==> src/rtl/reload_down_timer_defines.svh <==
`ifndef RELOAD_DOWN_TIMER_DEFINES_SVH
`define RELOAD_DOWN_TIMER_DEFINES_SVH

// apb byte offsets, channel n sits at n * stride
`define RT_CH_STRIDE    8'h10
`define RT_OFF_CTRL     4'h0
`define RT_OFF_RELOAD   4'h4
`define RT_OFF_COUNT    4'h8
`define RT_OFF_STATUS   8'h20
`define RT_OFF_MASK     8'h24

// control word fields
`define RT_CSEL_LSB     0
`define RT_RELOAD_BIT   2
`define RT_ENABLE_BIT   3
`define RT_TRIG_LSB     4
`define RT_EVT_LSB      6
`define RT_ATS_BIT      8
`define RT_SWTRIG_BIT   9
`define RT_RUN_BIT      10
`define RT_CTRL_W       9
`define RT_CTRL_RESET   9'h000
`define RT_RELOAD_RESET 16'h0000
`define RT_COUNT_RESET  16'h0000
`define RT_COUNT_WRAP   16'hffff

// count clock select value that means event count mode
`define RT_SEL_EVENT    2'h3

// prescaler: internal count clocks at clk/2, clk/8 and clk/32
`define RT_DIV_W        5
`define RT_DIV0_MASK    5'h01
`define RT_DIV1_MASK    5'h07
`define RT_DIV2_MASK    5'h1f

// edge select encodings for trigger and event inputs
`define RT_EDGE_NONE    2'h0
`define RT_EDGE_RISE    2'h1
`define RT_EDGE_FALL    2'h2
`define RT_EDGE_BOTH    2'h3

`endif

==> src/rtl/reload_timer_pkg.sv <==
package reload_timer_pkg;

    typedef logic [15:0] count_t;

    typedef enum logic {
        ST_IDLE,
        ST_RUN
    } chan_state_e;

endpackage

==> src/rtl/reload_timer_channel.sv <==
`timescale 1ns/1ps
`default_nettype none
`include "reload_down_timer_defines.svh"

module reload_timer_channel
    import reload_timer_pkg::*;
(
    input  wire logic       clk,
    input  wire logic       rst,
    input  wire logic [1:0] clk_sel,
    input  wire logic       reload_mode,
    input  wire logic       enable,
    input  wire logic       launch,
    input  wire logic [2:0] int_tick,
    input  wire logic       event_hit,
    input  wire count_t     reload_val,
    output logic     [15:0] count,
    output logic            running,
    output logic            underflow
);

    chan_state_e state_ff;
    chan_state_e nxt_state;
    count_t      count_ff;
    count_t      nxt_count;
    logic        uf_ff;
    logic        nxt_uf;
    logic        tick;

    // pick the count clock for this channel [RQ1] [RQ10]
    always_comb begin
        case (clk_sel)
            2'h0:    tick = int_tick[0];
            2'h1:    tick = int_tick[1];
            2'h2:    tick = int_tick[2];
            default: tick = event_hit;
        endcase
    end

    // launch wins over a count tick in the same cycle
    always_comb begin
        nxt_state = state_ff;
        nxt_count = count_ff;
        nxt_uf    = 1'b0;
        case (state_ff)
            ST_IDLE: begin
                if (enable && launch) begin
                    nxt_count = reload_val; // [RQ11]
                    nxt_state = ST_RUN;
                end
            end
            ST_RUN: begin
                if (!enable) begin
                    nxt_state = ST_IDLE;
                end else if (launch) begin
                    nxt_count = reload_val; // [RQ11]
                end else if (tick) begin
                    if (count_ff == 16'h0000) begin
                        nxt_uf = 1'b1; // [RQ3]
                        if (reload_mode) begin
                            nxt_count = reload_val; // [RQ5]
                        end else begin
                            nxt_count = `RT_COUNT_WRAP; // [RQ4]
                            nxt_state = ST_IDLE; // [RQ4]
                        end
                    end else begin
                        nxt_count = count_ff - 16'h0001; // [RQ7]
                    end
                end
            end
            default: nxt_state = ST_IDLE;
        endcase
    end

    always_ff @(posedge clk) begin
        if (rst) begin
            state_ff <= ST_IDLE;
            count_ff <= `RT_COUNT_RESET;
            uf_ff    <= 1'b0;
        end else begin
            state_ff <= nxt_state;
            count_ff <= nxt_count;
            uf_ff    <= nxt_uf;
        end
    end

    assign count     = count_ff;
    assign running   = (state_ff == ST_RUN);
    assign underflow = uf_ff;

endmodule // reload_timer_channel

`default_nettype wire

==> src/rtl/reload_down_timer.sv <==
// What this block does
// (RQ1) count clock is one of three divided internal clocks or external events
// (RQ2) launch by software or by a detected edge on the trigger pin
// (RQ3) underflow of the 16-bit counter raises an interrupt request
// (RQ4) one-shot mode halts the counter on underflow until relaunched
// (RQ5) reload mode copies the reload value on underflow and keeps counting
// (RQ6) select values 00, 01, 10 pick three different internal clock intervals
// (RQ7) internal mode decrements by one on each selected internal tick
// (RQ8) underflow may start the auto transfer service instead of an interrupt
// (RQ9) two independent channels, each with counter, reload, control, request
// (RQ10) select value 11 counts event edges; only software may launch
// (RQ11) launch loads the reload value and counts from the next tick
//
// Chosen here: the address map and the APB register port.
`timescale 1ns/1ps
`default_nettype none
`include "reload_down_timer_defines.svh"

module reload_down_timer
    import reload_timer_pkg::*;
(
    input  wire logic        clk,
    input  wire logic        rst,
    input  wire logic [7:0]  paddr,
    input  wire logic        psel,
    input  wire logic        penable,
    input  wire logic        pwrite,
    input  wire logic [31:0] pwdata,
    output logic      [31:0] prdata,
    output logic             pready,
    output logic             pslverr,
    input  wire logic [1:0]  trig_pin,
    input  wire logic [1:0]  event_pin,
    output logic             irq,
    output logic      [1:0]  auto_transfer_service
);

    logic [31:0]          prdata_ff;
    logic                 pready_ff;
    logic                 pslverr_ff;
    logic                 irq_ff;
    logic [1:0]           xfer_ff;
    logic [`RT_CTRL_W-1:0] ctrl_ff [2];
    count_t               reload_ff [2];
    logic [1:0]           swtrig_ff;
    logic [1:0]           status_ff;
    logic [1:0]           mask_ff;
    logic [1:0]           trig_s1_ff;
    logic [1:0]           trig_s2_ff;
    logic [1:0]           trig_s3_ff;
    logic [1:0]           evt_s1_ff;
    logic [1:0]           evt_s2_ff;
    logic [1:0]           evt_s3_ff;
    logic [`RT_DIV_W-1:0] pre_ff;
    logic [2:0]           tick_ff;
    logic [1:0]           nxt_status;
    logic [31:0]          nxt_prdata;
    logic                 access;
    logic                 done;
    logic                 wr;
    logic                 hit;
    logic [1:0]           launch;
    logic [1:0]           event_hit;
    logic [1:0]           trig_hit;
    logic [1:0]           running;
    logic [1:0]           underflow;
    logic [15:0]          count_w [2];

    // edge detector used for trigger and event inputs of both channels
    function automatic logic edge_hit(input logic [1:0] sel,
                                      input logic prev,
                                      input logic cur);
        case (sel)
            `RT_EDGE_RISE: edge_hit = cur & ~prev;
            `RT_EDGE_FALL: edge_hit = prev & ~cur;
            `RT_EDGE_BOTH: edge_hit = cur ^ prev;
            default:       edge_hit = 1'b0;
        endcase
    endfunction

    // address decode for the slave error, which also blocks writes to unmapped words
    function automatic logic addr_ok(input logic [7:0] a);
        if (a[7:5] == 3'h0) begin
            addr_ok = (a[3:0] == `RT_OFF_CTRL) || (a[3:0] == `RT_OFF_RELOAD)
                   || (a[3:0] == `RT_OFF_COUNT);
        end else begin
            addr_ok = (a == `RT_OFF_STATUS) || (a == `RT_OFF_MASK);
        end
    endfunction

    // apb: one wait state, so the answer is a flop and never a comb path
    assign access = psel && penable && !pready_ff;
    assign done   = psel && penable && pready_ff;
    assign hit    = addr_ok(paddr);
    assign wr     = done && pwrite && !pslverr_ff;

    always_ff @(posedge clk) begin
        if (rst) begin
            pready_ff  <= 1'b0;
            pslverr_ff <= 1'b0;
        end else begin
            pready_ff  <= access;
            pslverr_ff <= access && !hit;
        end
    end

    // read mux, captured in the first access cycle
    always_comb begin
        nxt_prdata = 32'h0000_0000;
        if (paddr[7:5] == 3'h0) begin
            case (paddr[3:0])
                `RT_OFF_CTRL: begin
                    nxt_prdata[`RT_CTRL_W-1:0] = ctrl_ff[paddr[4]];
                    nxt_prdata[`RT_RUN_BIT]    = running[paddr[4]];
                end
                `RT_OFF_RELOAD: nxt_prdata[15:0] = reload_ff[paddr[4]];
                `RT_OFF_COUNT:  nxt_prdata[15:0] = count_w[paddr[4]];
                default:        nxt_prdata = 32'h0000_0000;
            endcase
        end else if (paddr == `RT_OFF_STATUS) begin
            nxt_prdata[1:0] = status_ff;
        end else if (paddr == `RT_OFF_MASK) begin
            nxt_prdata[1:0] = mask_ff;
        end
    end

    always_ff @(posedge clk) begin
        if (rst) begin
            prdata_ff <= 32'h0000_0000;
        end else if (access) begin
            prdata_ff <= nxt_prdata;
        end else if (done) begin
            prdata_ff <= 32'h0000_0000;
        end
    end

    // per channel control and reload registers [RQ9]
    always_ff @(posedge clk) begin
        if (rst) begin
            ctrl_ff[0]   <= `RT_CTRL_RESET;
            ctrl_ff[1]   <= `RT_CTRL_RESET;
            reload_ff[0] <= `RT_RELOAD_RESET;
            reload_ff[1] <= `RT_RELOAD_RESET;
        end else if (wr && paddr[7:5] == 3'h0) begin
            if (paddr[3:0] == `RT_OFF_CTRL) begin
                ctrl_ff[paddr[4]] <= pwdata[`RT_CTRL_W-1:0];
            end
            if (paddr[3:0] == `RT_OFF_RELOAD) begin
                reload_ff[paddr[4]] <= pwdata[15:0];
            end
        end
    end

    // software trigger is a write-one pulse, it reads back as zero [RQ2]
    always_ff @(posedge clk) begin
        if (rst) begin
            swtrig_ff <= 2'h0;
        end else begin
            swtrig_ff <= 2'h0;
            if (wr && paddr[7:5] == 3'h0 && paddr[3:0] == `RT_OFF_CTRL) begin
                swtrig_ff[paddr[4]] <= pwdata[`RT_SWTRIG_BIT];
            end
        end
    end

    // pins are asynchronous: two flops, then a third for edge history
    always_ff @(posedge clk) begin
        if (rst) begin
            trig_s1_ff <= 2'h0;
            trig_s2_ff <= 2'h0;
            trig_s3_ff <= 2'h0;
            evt_s1_ff  <= 2'h0;
            evt_s2_ff  <= 2'h0;
            evt_s3_ff  <= 2'h0;
        end else begin
            trig_s1_ff <= trig_pin;
            trig_s2_ff <= trig_s1_ff;
            trig_s3_ff <= trig_s2_ff;
            evt_s1_ff  <= event_pin;
            evt_s2_ff  <= evt_s1_ff;
            evt_s3_ff  <= evt_s2_ff;
        end
    end

    // free running prescaler giving three internal count clocks [RQ1] [RQ6]
    always_ff @(posedge clk) begin
        if (rst) begin
            pre_ff  <= {`RT_DIV_W{1'b0}};
            tick_ff <= 3'h0;
        end else begin
            pre_ff     <= pre_ff + 5'h01;
            tick_ff[0] <= (pre_ff & `RT_DIV0_MASK) == `RT_DIV0_MASK;
            tick_ff[1] <= (pre_ff & `RT_DIV1_MASK) == `RT_DIV1_MASK;
            tick_ff[2] <= (pre_ff & `RT_DIV2_MASK) == `RT_DIV2_MASK;
        end
    end

    // sticky status, set wins over a write-one clear in the same cycle [RQ3]
    always_comb begin
        nxt_status = status_ff;
        if (wr && paddr == `RT_OFF_STATUS) begin
            nxt_status = status_ff & ~pwdata[1:0];
        end
        for (int i = 0; i < 2; i++) begin
            if (underflow[i] && !ctrl_ff[i][`RT_ATS_BIT]) begin
                nxt_status[i] = 1'b1;
            end
        end
    end

    always_ff @(posedge clk) begin
        if (rst) begin
            status_ff <= 2'h0;
        end else begin
            status_ff <= nxt_status;
        end
    end

    always_ff @(posedge clk) begin
        if (rst) begin
            mask_ff <= 2'h0;
        end else if (wr && paddr == `RT_OFF_MASK) begin
            mask_ff <= pwdata[1:0];
        end
    end

    // level interrupt from unmasked status [RQ3]
    always_ff @(posedge clk) begin
        if (rst) begin
            irq_ff <= 1'b0;
        end else begin
            irq_ff <= |(nxt_status & mask_ff);
        end
    end

    // underflow goes to the transfer service when selected [RQ8]
    always_ff @(posedge clk) begin
        if (rst) begin
            xfer_ff <= 2'h0;
        end else begin
            for (int i = 0; i < 2; i++) begin
                xfer_ff[i] <= underflow[i] && ctrl_ff[i][`RT_ATS_BIT];
            end
        end
    end

    // two identical channels [RQ9]
    for (genvar g = 0; g < 2; g++) begin : g_ch
        logic [1:0] csel;
        assign csel = ctrl_ff[g][`RT_CSEL_LSB +: 2];

        // external trigger only in internal clock mode [RQ2] [RQ10]
        assign trig_hit[g]  = edge_hit(ctrl_ff[g][`RT_TRIG_LSB +: 2],
                                       trig_s3_ff[g], trig_s2_ff[g]);
        assign launch[g]    = swtrig_ff[g] || (trig_hit[g] && csel != `RT_SEL_EVENT);
        assign event_hit[g] = edge_hit(ctrl_ff[g][`RT_EVT_LSB +: 2],
                                       evt_s3_ff[g], evt_s2_ff[g]);

        reload_timer_channel u_chan (
            .clk         (clk),
            .rst         (rst),
            .clk_sel     (csel),
            .reload_mode (ctrl_ff[g][`RT_RELOAD_BIT]),
            .enable      (ctrl_ff[g][`RT_ENABLE_BIT]),
            .launch      (launch[g]),
            .int_tick    (tick_ff),
            .event_hit   (event_hit[g]),
            .reload_val  (reload_ff[g]),
            .count       (count_w[g]),
            .running     (running[g]),
            .underflow   (underflow[g])
        );

        property p_uf_status;
            @(posedge clk) disable iff (rst)
            underflow[g] && !ctrl_ff[g][`RT_ATS_BIT] |=> status_ff[g];
        endproperty
        a_uf_status: assert property (p_uf_status) // [RQ3]
            else $error("underflow did not set status");

        property p_ats;
            @(posedge clk) disable iff (rst)
            underflow[g] && ctrl_ff[g][`RT_ATS_BIT]
                |=> auto_transfer_service[g] && !$changed(status_ff[g]) ##1
                    !auto_transfer_service[g];
        endproperty
        a_ats: assert property (p_ats) // [RQ8]
            else $error("transfer request wrong on underflow");

        property p_oneshot;
            @(posedge clk) disable iff (rst)
            underflow[g] && !ctrl_ff[g][`RT_RELOAD_BIT] && !launch[g]
                |-> !running[g] && count_w[g] == 16'hffff ##1 !running[g];
        endproperty
        a_oneshot: assert property (p_oneshot) // [RQ4]
            else $error("one-shot did not halt");

        property p_reload;
            @(posedge clk) disable iff (rst)
            underflow[g] && ctrl_ff[g][`RT_RELOAD_BIT]
                |-> running[g] && count_w[g] == $past(reload_ff[g]);
        endproperty
        a_reload: assert property (p_reload) // [RQ5]
            else $error("reload mode did not reload");

        property p_launch;
            @(posedge clk) disable iff (rst)
            launch[g] && ctrl_ff[g][`RT_ENABLE_BIT]
                |=> running[g] && count_w[g] == $past(reload_ff[g]);
        endproperty
        a_launch: assert property (p_launch) // [RQ11] [RQ2]
            else $error("launch did not load reload value");

        property p_dec;
            @(posedge clk) disable iff (rst)
            running[g] && csel != `RT_SEL_EVENT && tick_ff[csel]
                && ctrl_ff[g][`RT_ENABLE_BIT] && !launch[g] && count_w[g] != 16'h0000
                |=> count_w[g] == $past(count_w[g]) - 16'h0001;
        endproperty
        a_dec: assert property (p_dec) // [RQ7]
            else $error("internal tick did not decrement");

        property p_evt;
            @(posedge clk) disable iff (rst)
            csel == `RT_SEL_EVENT && !running[g] && !swtrig_ff[g]
                |=> !running[g];
        endproperty
        a_evt: assert property (p_evt) // [RQ10]
            else $error("event mode launched without software");
    end

    property p_div1;
        @(posedge clk) disable iff (rst)
        tick_ff[1] |=> !tick_ff[1] [*7] ##1 tick_ff[1];
    endproperty
    a_div1: assert property (p_div1) // [RQ6] [RQ1]
        else $error("second internal clock period wrong");

    property p_div0;
        @(posedge clk) disable iff (rst)
        tick_ff[0] |=> !tick_ff[0] ##1 tick_ff[0];
    endproperty
    a_div0: assert property (p_div0) // [RQ6]
        else $error("first internal clock period wrong");

    property p_irq;
        @(posedge clk) disable iff (rst)
        $rose(status_ff[0]) && $past(mask_ff[0]) |-> irq; // irq is built from the old mask
    endproperty
    a_irq: assert property (p_irq) // [RQ3]
        else $error("interrupt not raised with status");

    property p_apb;
        @(posedge clk) disable iff (rst)
        psel && penable && !pready |=> pready;
    endproperty
    a_apb: assert property (p_apb)
        else $error("apb answer late");

    assign prdata                = prdata_ff;
    assign pready                = pready_ff;
    assign pslverr               = pslverr_ff;
    assign irq                   = irq_ff;
    assign auto_transfer_service = xfer_ff;

endmodule // reload_down_timer

`default_nettype wire

==> config.mk <==
export PLATFORM = sky130hd
export DESIGN_NAME = reload_down_timer
export DESIGN_NICKNAME = d
export VERILOG_FILES = /design/src/rtl/reload_timer_pkg.sv /design/src/rtl/reload_timer_channel.sv /design/src/rtl/reload_down_timer.sv
export VERILOG_INCLUDE_DIRS = /design/src /design/src/rtl
export SDC_FILE = /design/constraint.sdc
export NUM_CORES = 1
export LEC_CHECK = 0
export ABC_CLOCK_PERIOD_IN_PS = 4100
export BUFFER_PORTS_ARGS = -buffer_cell sky130_fd_sc_hd__buf_2
export CORE_MARGIN = 3
export CORE_UTILIZATION = 40
export CTS_BUF_LIST = sky130_fd_sc_hd__clkbuf_8
export DETAILED_ROUTE_END_ITERATION = 12
export PLACE_DENSITY = 0.68
export SLEW_MARGIN = 20
export SYNTH_ARGS = -nofsm -noshare
export SYNTH_HDL_FRONTEND = slang
export SYNTH_SLANG_ARGS = --single-unit
==> constraint.sdc <==
create_clock -name clk -period 4.1 [get_ports clk]
set_input_delay 0.615 -clock clk [delete_from_list [all_inputs] [get_ports clk]]
set_output_delay 0.615 -clock clk [all_outputs]
set_load 0.1 [all_outputs]
==> parameters.txt <==
Parameter                              Value

Power and ir drop
  Internal power ... 2040 uW
  Peak supply drop ... around 220 uV
  Power density over the cells ... approximately 370 mW/mm^2
  Switch share ... between 20% and 30%
  Gate power share ... slightly above 10%
  Fraction of power consumed by sequential logic ... 49.9%
  P_sw ... between 800 and 900 uW
  Clock power frac ... about two fifths
  Leakage power summed over all cells ... 0.00289 uW
  Total power ... 2860 uW

Timing
  Setup Total Neg Slack ... 0 ns
  Hold Fails Final Rpt ... 0
  Finish-stage setup viols ... 0
  Pins Over Slew Limit ... 0
  Setup repair after global routing missed its margin ... false
  Worst-case clock skew ... 0.0130 ns
  Portion of the clock cycle consumed by the worst path in the final layout ... 66.5%
  Slew at the pin closest to its max-slew limit ... 1.02 ns
  Setup slack of the critical path after layout ... about 1.4 ns
  Final critical delay including setup and external delays ... 2.72 ns
  Maximum clock frequency ... 0.367 GHz
  Slew headroom ... 31.8%

Global route
  Number of antenna violations at the first check in global routing ... 0
  Maximum number of pins on one net before global-route repair ... 51
  Overall Global Routing Usage ... between 20% and 30%
  Vias in the first global route ... roughly 5.1k
  First-pass GRT wire length ... 29100 microns
  Overflow left after global routing ... 0

Routing
  ANT nets after route ... 0
  First-pass iteration count of the detailed router ... 5
  Count of vias placed by the detailed router ... 5555
  Final routed wire length divided by cell count ... ~19 microns
  Total Routed Length ... ~18000 microns
  Detailed-route vias per instance ... about 5.6
  Number of violations reported at the end of detailed-routing iteration 0 ... 616
  Final routed DRC violation total ... 0

Setup path
  Origin of the worst setup path ... trig_s2_ff[0]
  Last element of the critical path ... g_ch[0].u_chan.count[0]
  Worst setup EP type ... flip-flop
  Critical R2R Launch ... trig_s2_ff[0]
  Required @ worst endpoint ... between 4 and 5 ns
  Worst reg2reg setup slack ... 1.38 ns
  Cells along the critical path ... inv_1 -> ha_1 -> a32o_1 -> o311ai_1 -> a31oi_1 -> buf_4 -> o22ai_1 -> mux2_2 -> nor2_1
  Arrival @ worst endpoint ... 3.06 ns
  Highest cell delay on the worst timing path ... around 0.74 ns
  Top cell family by delay on the critical path ... compound AO/OA/AOI/OAI gates
  Slowest stage cell, crit path ... sky130_fd_sc_hd__o311ai_1
  Number of cells on the worst reg-to-reg path ... 9
  Worst-path fanout max ... 10
  Reg2reg end ... g_ch[0].u_chan.count[0]
  Worst Setup Start Kind ... flip-flop
  Worst setup path category ... reg2reg
  Number of stages on the worst setup path ... 9
  Count of buffering cells on the critical path with inverters included ... 2

Synth
  Synthesized area per cell ... roughly 9.5 sq um
  Library cell with the highest instance count after synthesis ... sky130_fd_sc_hd__dfxtp_1
  Share of synthesized flip-flops with an asynchronous set or reset ... 0%
  Flop and latch count out of synthesis ... roughly 130
  Top post-synthesis cells by count ... sky130_fd_sc_hd__dfxtp_1 (83), sky130_fd_sc_hd__nor2_1 (60), sky130_fd_sc_hd__and2_1 (55)
  Post-Syn Area ... around 0.0069 sq mm
  Area share of the largest cell type after synthesis ... around a quarter
  Mapped Cells ... a little over 700
  Number of distinct standard cells referenced by the synthesized netlist ... 67
  Library cell with the largest summed area after synthesis ... sky130_fd_sc_hd__dfxtp_1
  Sequential element share of the synthesized area ... 45.8%
  Top post-synthesis cells by area ... sky130_fd_sc_hd__dfxtp_1 (24%), sky130_fd_sc_hd__edfxtp_1 (22%), sky130_fd_sc_hd__and2_1 (5.0%)
  Synth Flop Type ... sky130_fd_sc_hd__dfxtp_1
  Number of warnings issued by yosys ... 0
  Number of synthesized flops with an enable pin ... 50

Clock tree
  Post-CTS setup buffer count ... 0
  CTS tree ... yes
  Clock root buffer ... sky130_fd_sc_hd__clkbuf_8
  Clock latency on the worst-skew pair ... around 0.48 ns
  TritonCTS Buffers ... 17
  Buffer depth of the longest clock path ... 2
  Number of gates resized after CTS ... 0
  Clock slew at the register clock pins of the worst setup and hold paths ... around 0.080 ns
  Number of levels in the clock H-tree ... 4
  # clock sinks ... between 100 and 150
  Cts-stage hold buffer count ... 0

Die
  Number of placement rows ... 47
  Overall die height ... 137 microns
  Standard cell core area ... between 0.015 and 0.02 sq mm
  Initial core utilization ... 41.2%
  Die W ... roughly 140 microns
  Die Area ... 0.0189 sq mm
  Number of ports placed on the die boundary ... between 80 and 90

Worst hold path
  Hold WC Path Type ... in2reg

Job
  Max-cap check violation count ... 0

Place
  Placed cells ... just under 1k
  Number of port buffers ... 53
  Placement-stage worst setup slack ... around 0.95 ns
  GP Congestion ... 0.912
  Detailed-placement wirelength estimate ... between 10000 and 15000 microns

Finish
  Core Util, Final ... 45.8%
  Diodes inserted ... 0
  Share of final-layout standard cells stronger than drive strength 1 ... 16.9%
  Final cell count without fillers ... around 1000
  # nets final ... roughly 830
  Synthesis-to-finish area growth ... 11.2%

Status
  Outcome ... finished clean
-- flip-flops by register name (all words and copies together) (netlist names), 3 cells and up --
signal / count
g_ch.u_chan.count: 32
reload_ff: 32
ctrl_ff: 18
prdata: 16
pre_ff: 5
tick_ff: 3
-- cell families after synthesis --
family                     share of synthesized area (%)
AOI/OAI and AO/OA                                   18.2
xor gates and xnor gates                           0.888
adders and majority gates                           2.72
buffers and inverters                               5.67
DFF                                                 45.8
muxes                                               5.92
other                                             0.0543
and+or+nand+nor                                     20.7
-- power by group through the flow --
stage / Sequential, uW / Combinational, uW / Clock [uW]
after detailed placement: 1460 / 287 / 0
after CTS: 1430 / 288 / 1160
after global routing: 1430 / 314 / 1220
after global placement: 1460 / 284 / 0
final: 1430 / 289 / 1140
after floorplan: 1450 / 231 / 0
-- per-stage QoR --
| stage | instance area (sq um) | hold slack (ns) |
|---|---|---|
| after floorplan | 6960 | 0.414 |
| after global placement | 7280 | 0.417 |
| after detailed placement | 7280 | 0.429 |
| after CTS | 7680 | 0.330 |
| after global routing | 7680 | 0.354 |
| final | 7680 | 0.351 |
-- layout by cell type (no fill, tap or decap), types with 6 or more instances in the layout --
cell,Yosys,routed
sky130_fd_sc_hd__a211oi_1,28,28
sky130_fd_sc_hd__a21oi_1,46,46
sky130_fd_sc_hd__a221oi_1,9,9
sky130_fd_sc_hd__a22oi_1,7,7
sky130_fd_sc_hd__and2_1,55,55
sky130_fd_sc_hd__and3_1,6,6
sky130_fd_sc_hd__buf_2,7,53
sky130_fd_sc_hd__buf_4,19,11
sky130_fd_sc_hd__clkbuf_8,0,17
sky130_fd_sc_hd__conb_1,1,16
sky130_fd_sc_hd__dfxtp_1,83,83
sky130_fd_sc_hd__edfxtp_1,50,50
sky130_fd_sc_hd__ha_1,15,15
sky130_fd_sc_hd__inv_1,22,22
sky130_fd_sc_hd__mux2_2,15,15
sky130_fd_sc_hd__mux2i_1,24,24
sky130_fd_sc_hd__nand2_1,29,29
sky130_fd_sc_hd__nand2b_1,19,19
sky130_fd_sc_hd__nand3_1,17,17
sky130_fd_sc_hd__nor2_1,60,60
sky130_fd_sc_hd__nor2b_1,20,20
sky130_fd_sc_hd__nor3_1,17,17
sky130_fd_sc_hd__o21ai_0,22,22
sky130_fd_sc_hd__o22ai_1,31,31
sky130_fd_sc_hd__or2_2,6,6
sky130_fd_sc_hd__xor2_1,6,6
-- final cells by class --
class | count | area (sq um)
fill | 1625 | 9080
timing repair buffer | 64 | 348
multi-input combinational | 523 | 3410
clock buffer | 17 | 234
inverter | 22 | 82.6
tap | 220 | 275
sequential | 133 | 3160
clock inverter | 15 | 166
-- routing by layer --
metal,GRT usage [%],vias to the layer above,routed length [microns]
met5,0,-,0
met4,6.10,0,324
met3,4.97,22,1330
met2,30.9,192,8170
met1,29.1,2638,8600
li1,-,2703,-
-- how the worst min path moves through the flow --
stage,from,to,slack (ns),depth (start not counted)
global route,trig_pin[0],trig_s1_ff[0],0.35,2
CTS,event_pin[0],evt_s1_ff[0],0.33,2
floorplan,evt_s1_ff[0],evt_s2_ff[0],0.41,1
global placement,trig_s1_ff[0],trig_s2_ff[0],0.42,1
detailed placement,evt_s1_ff[0],evt_s2_ff[0],0.43,1
finish,event_pin[0],evt_s1_ff[0],0.35,2
Note: power is estimated with default switching activity, not from simulation.
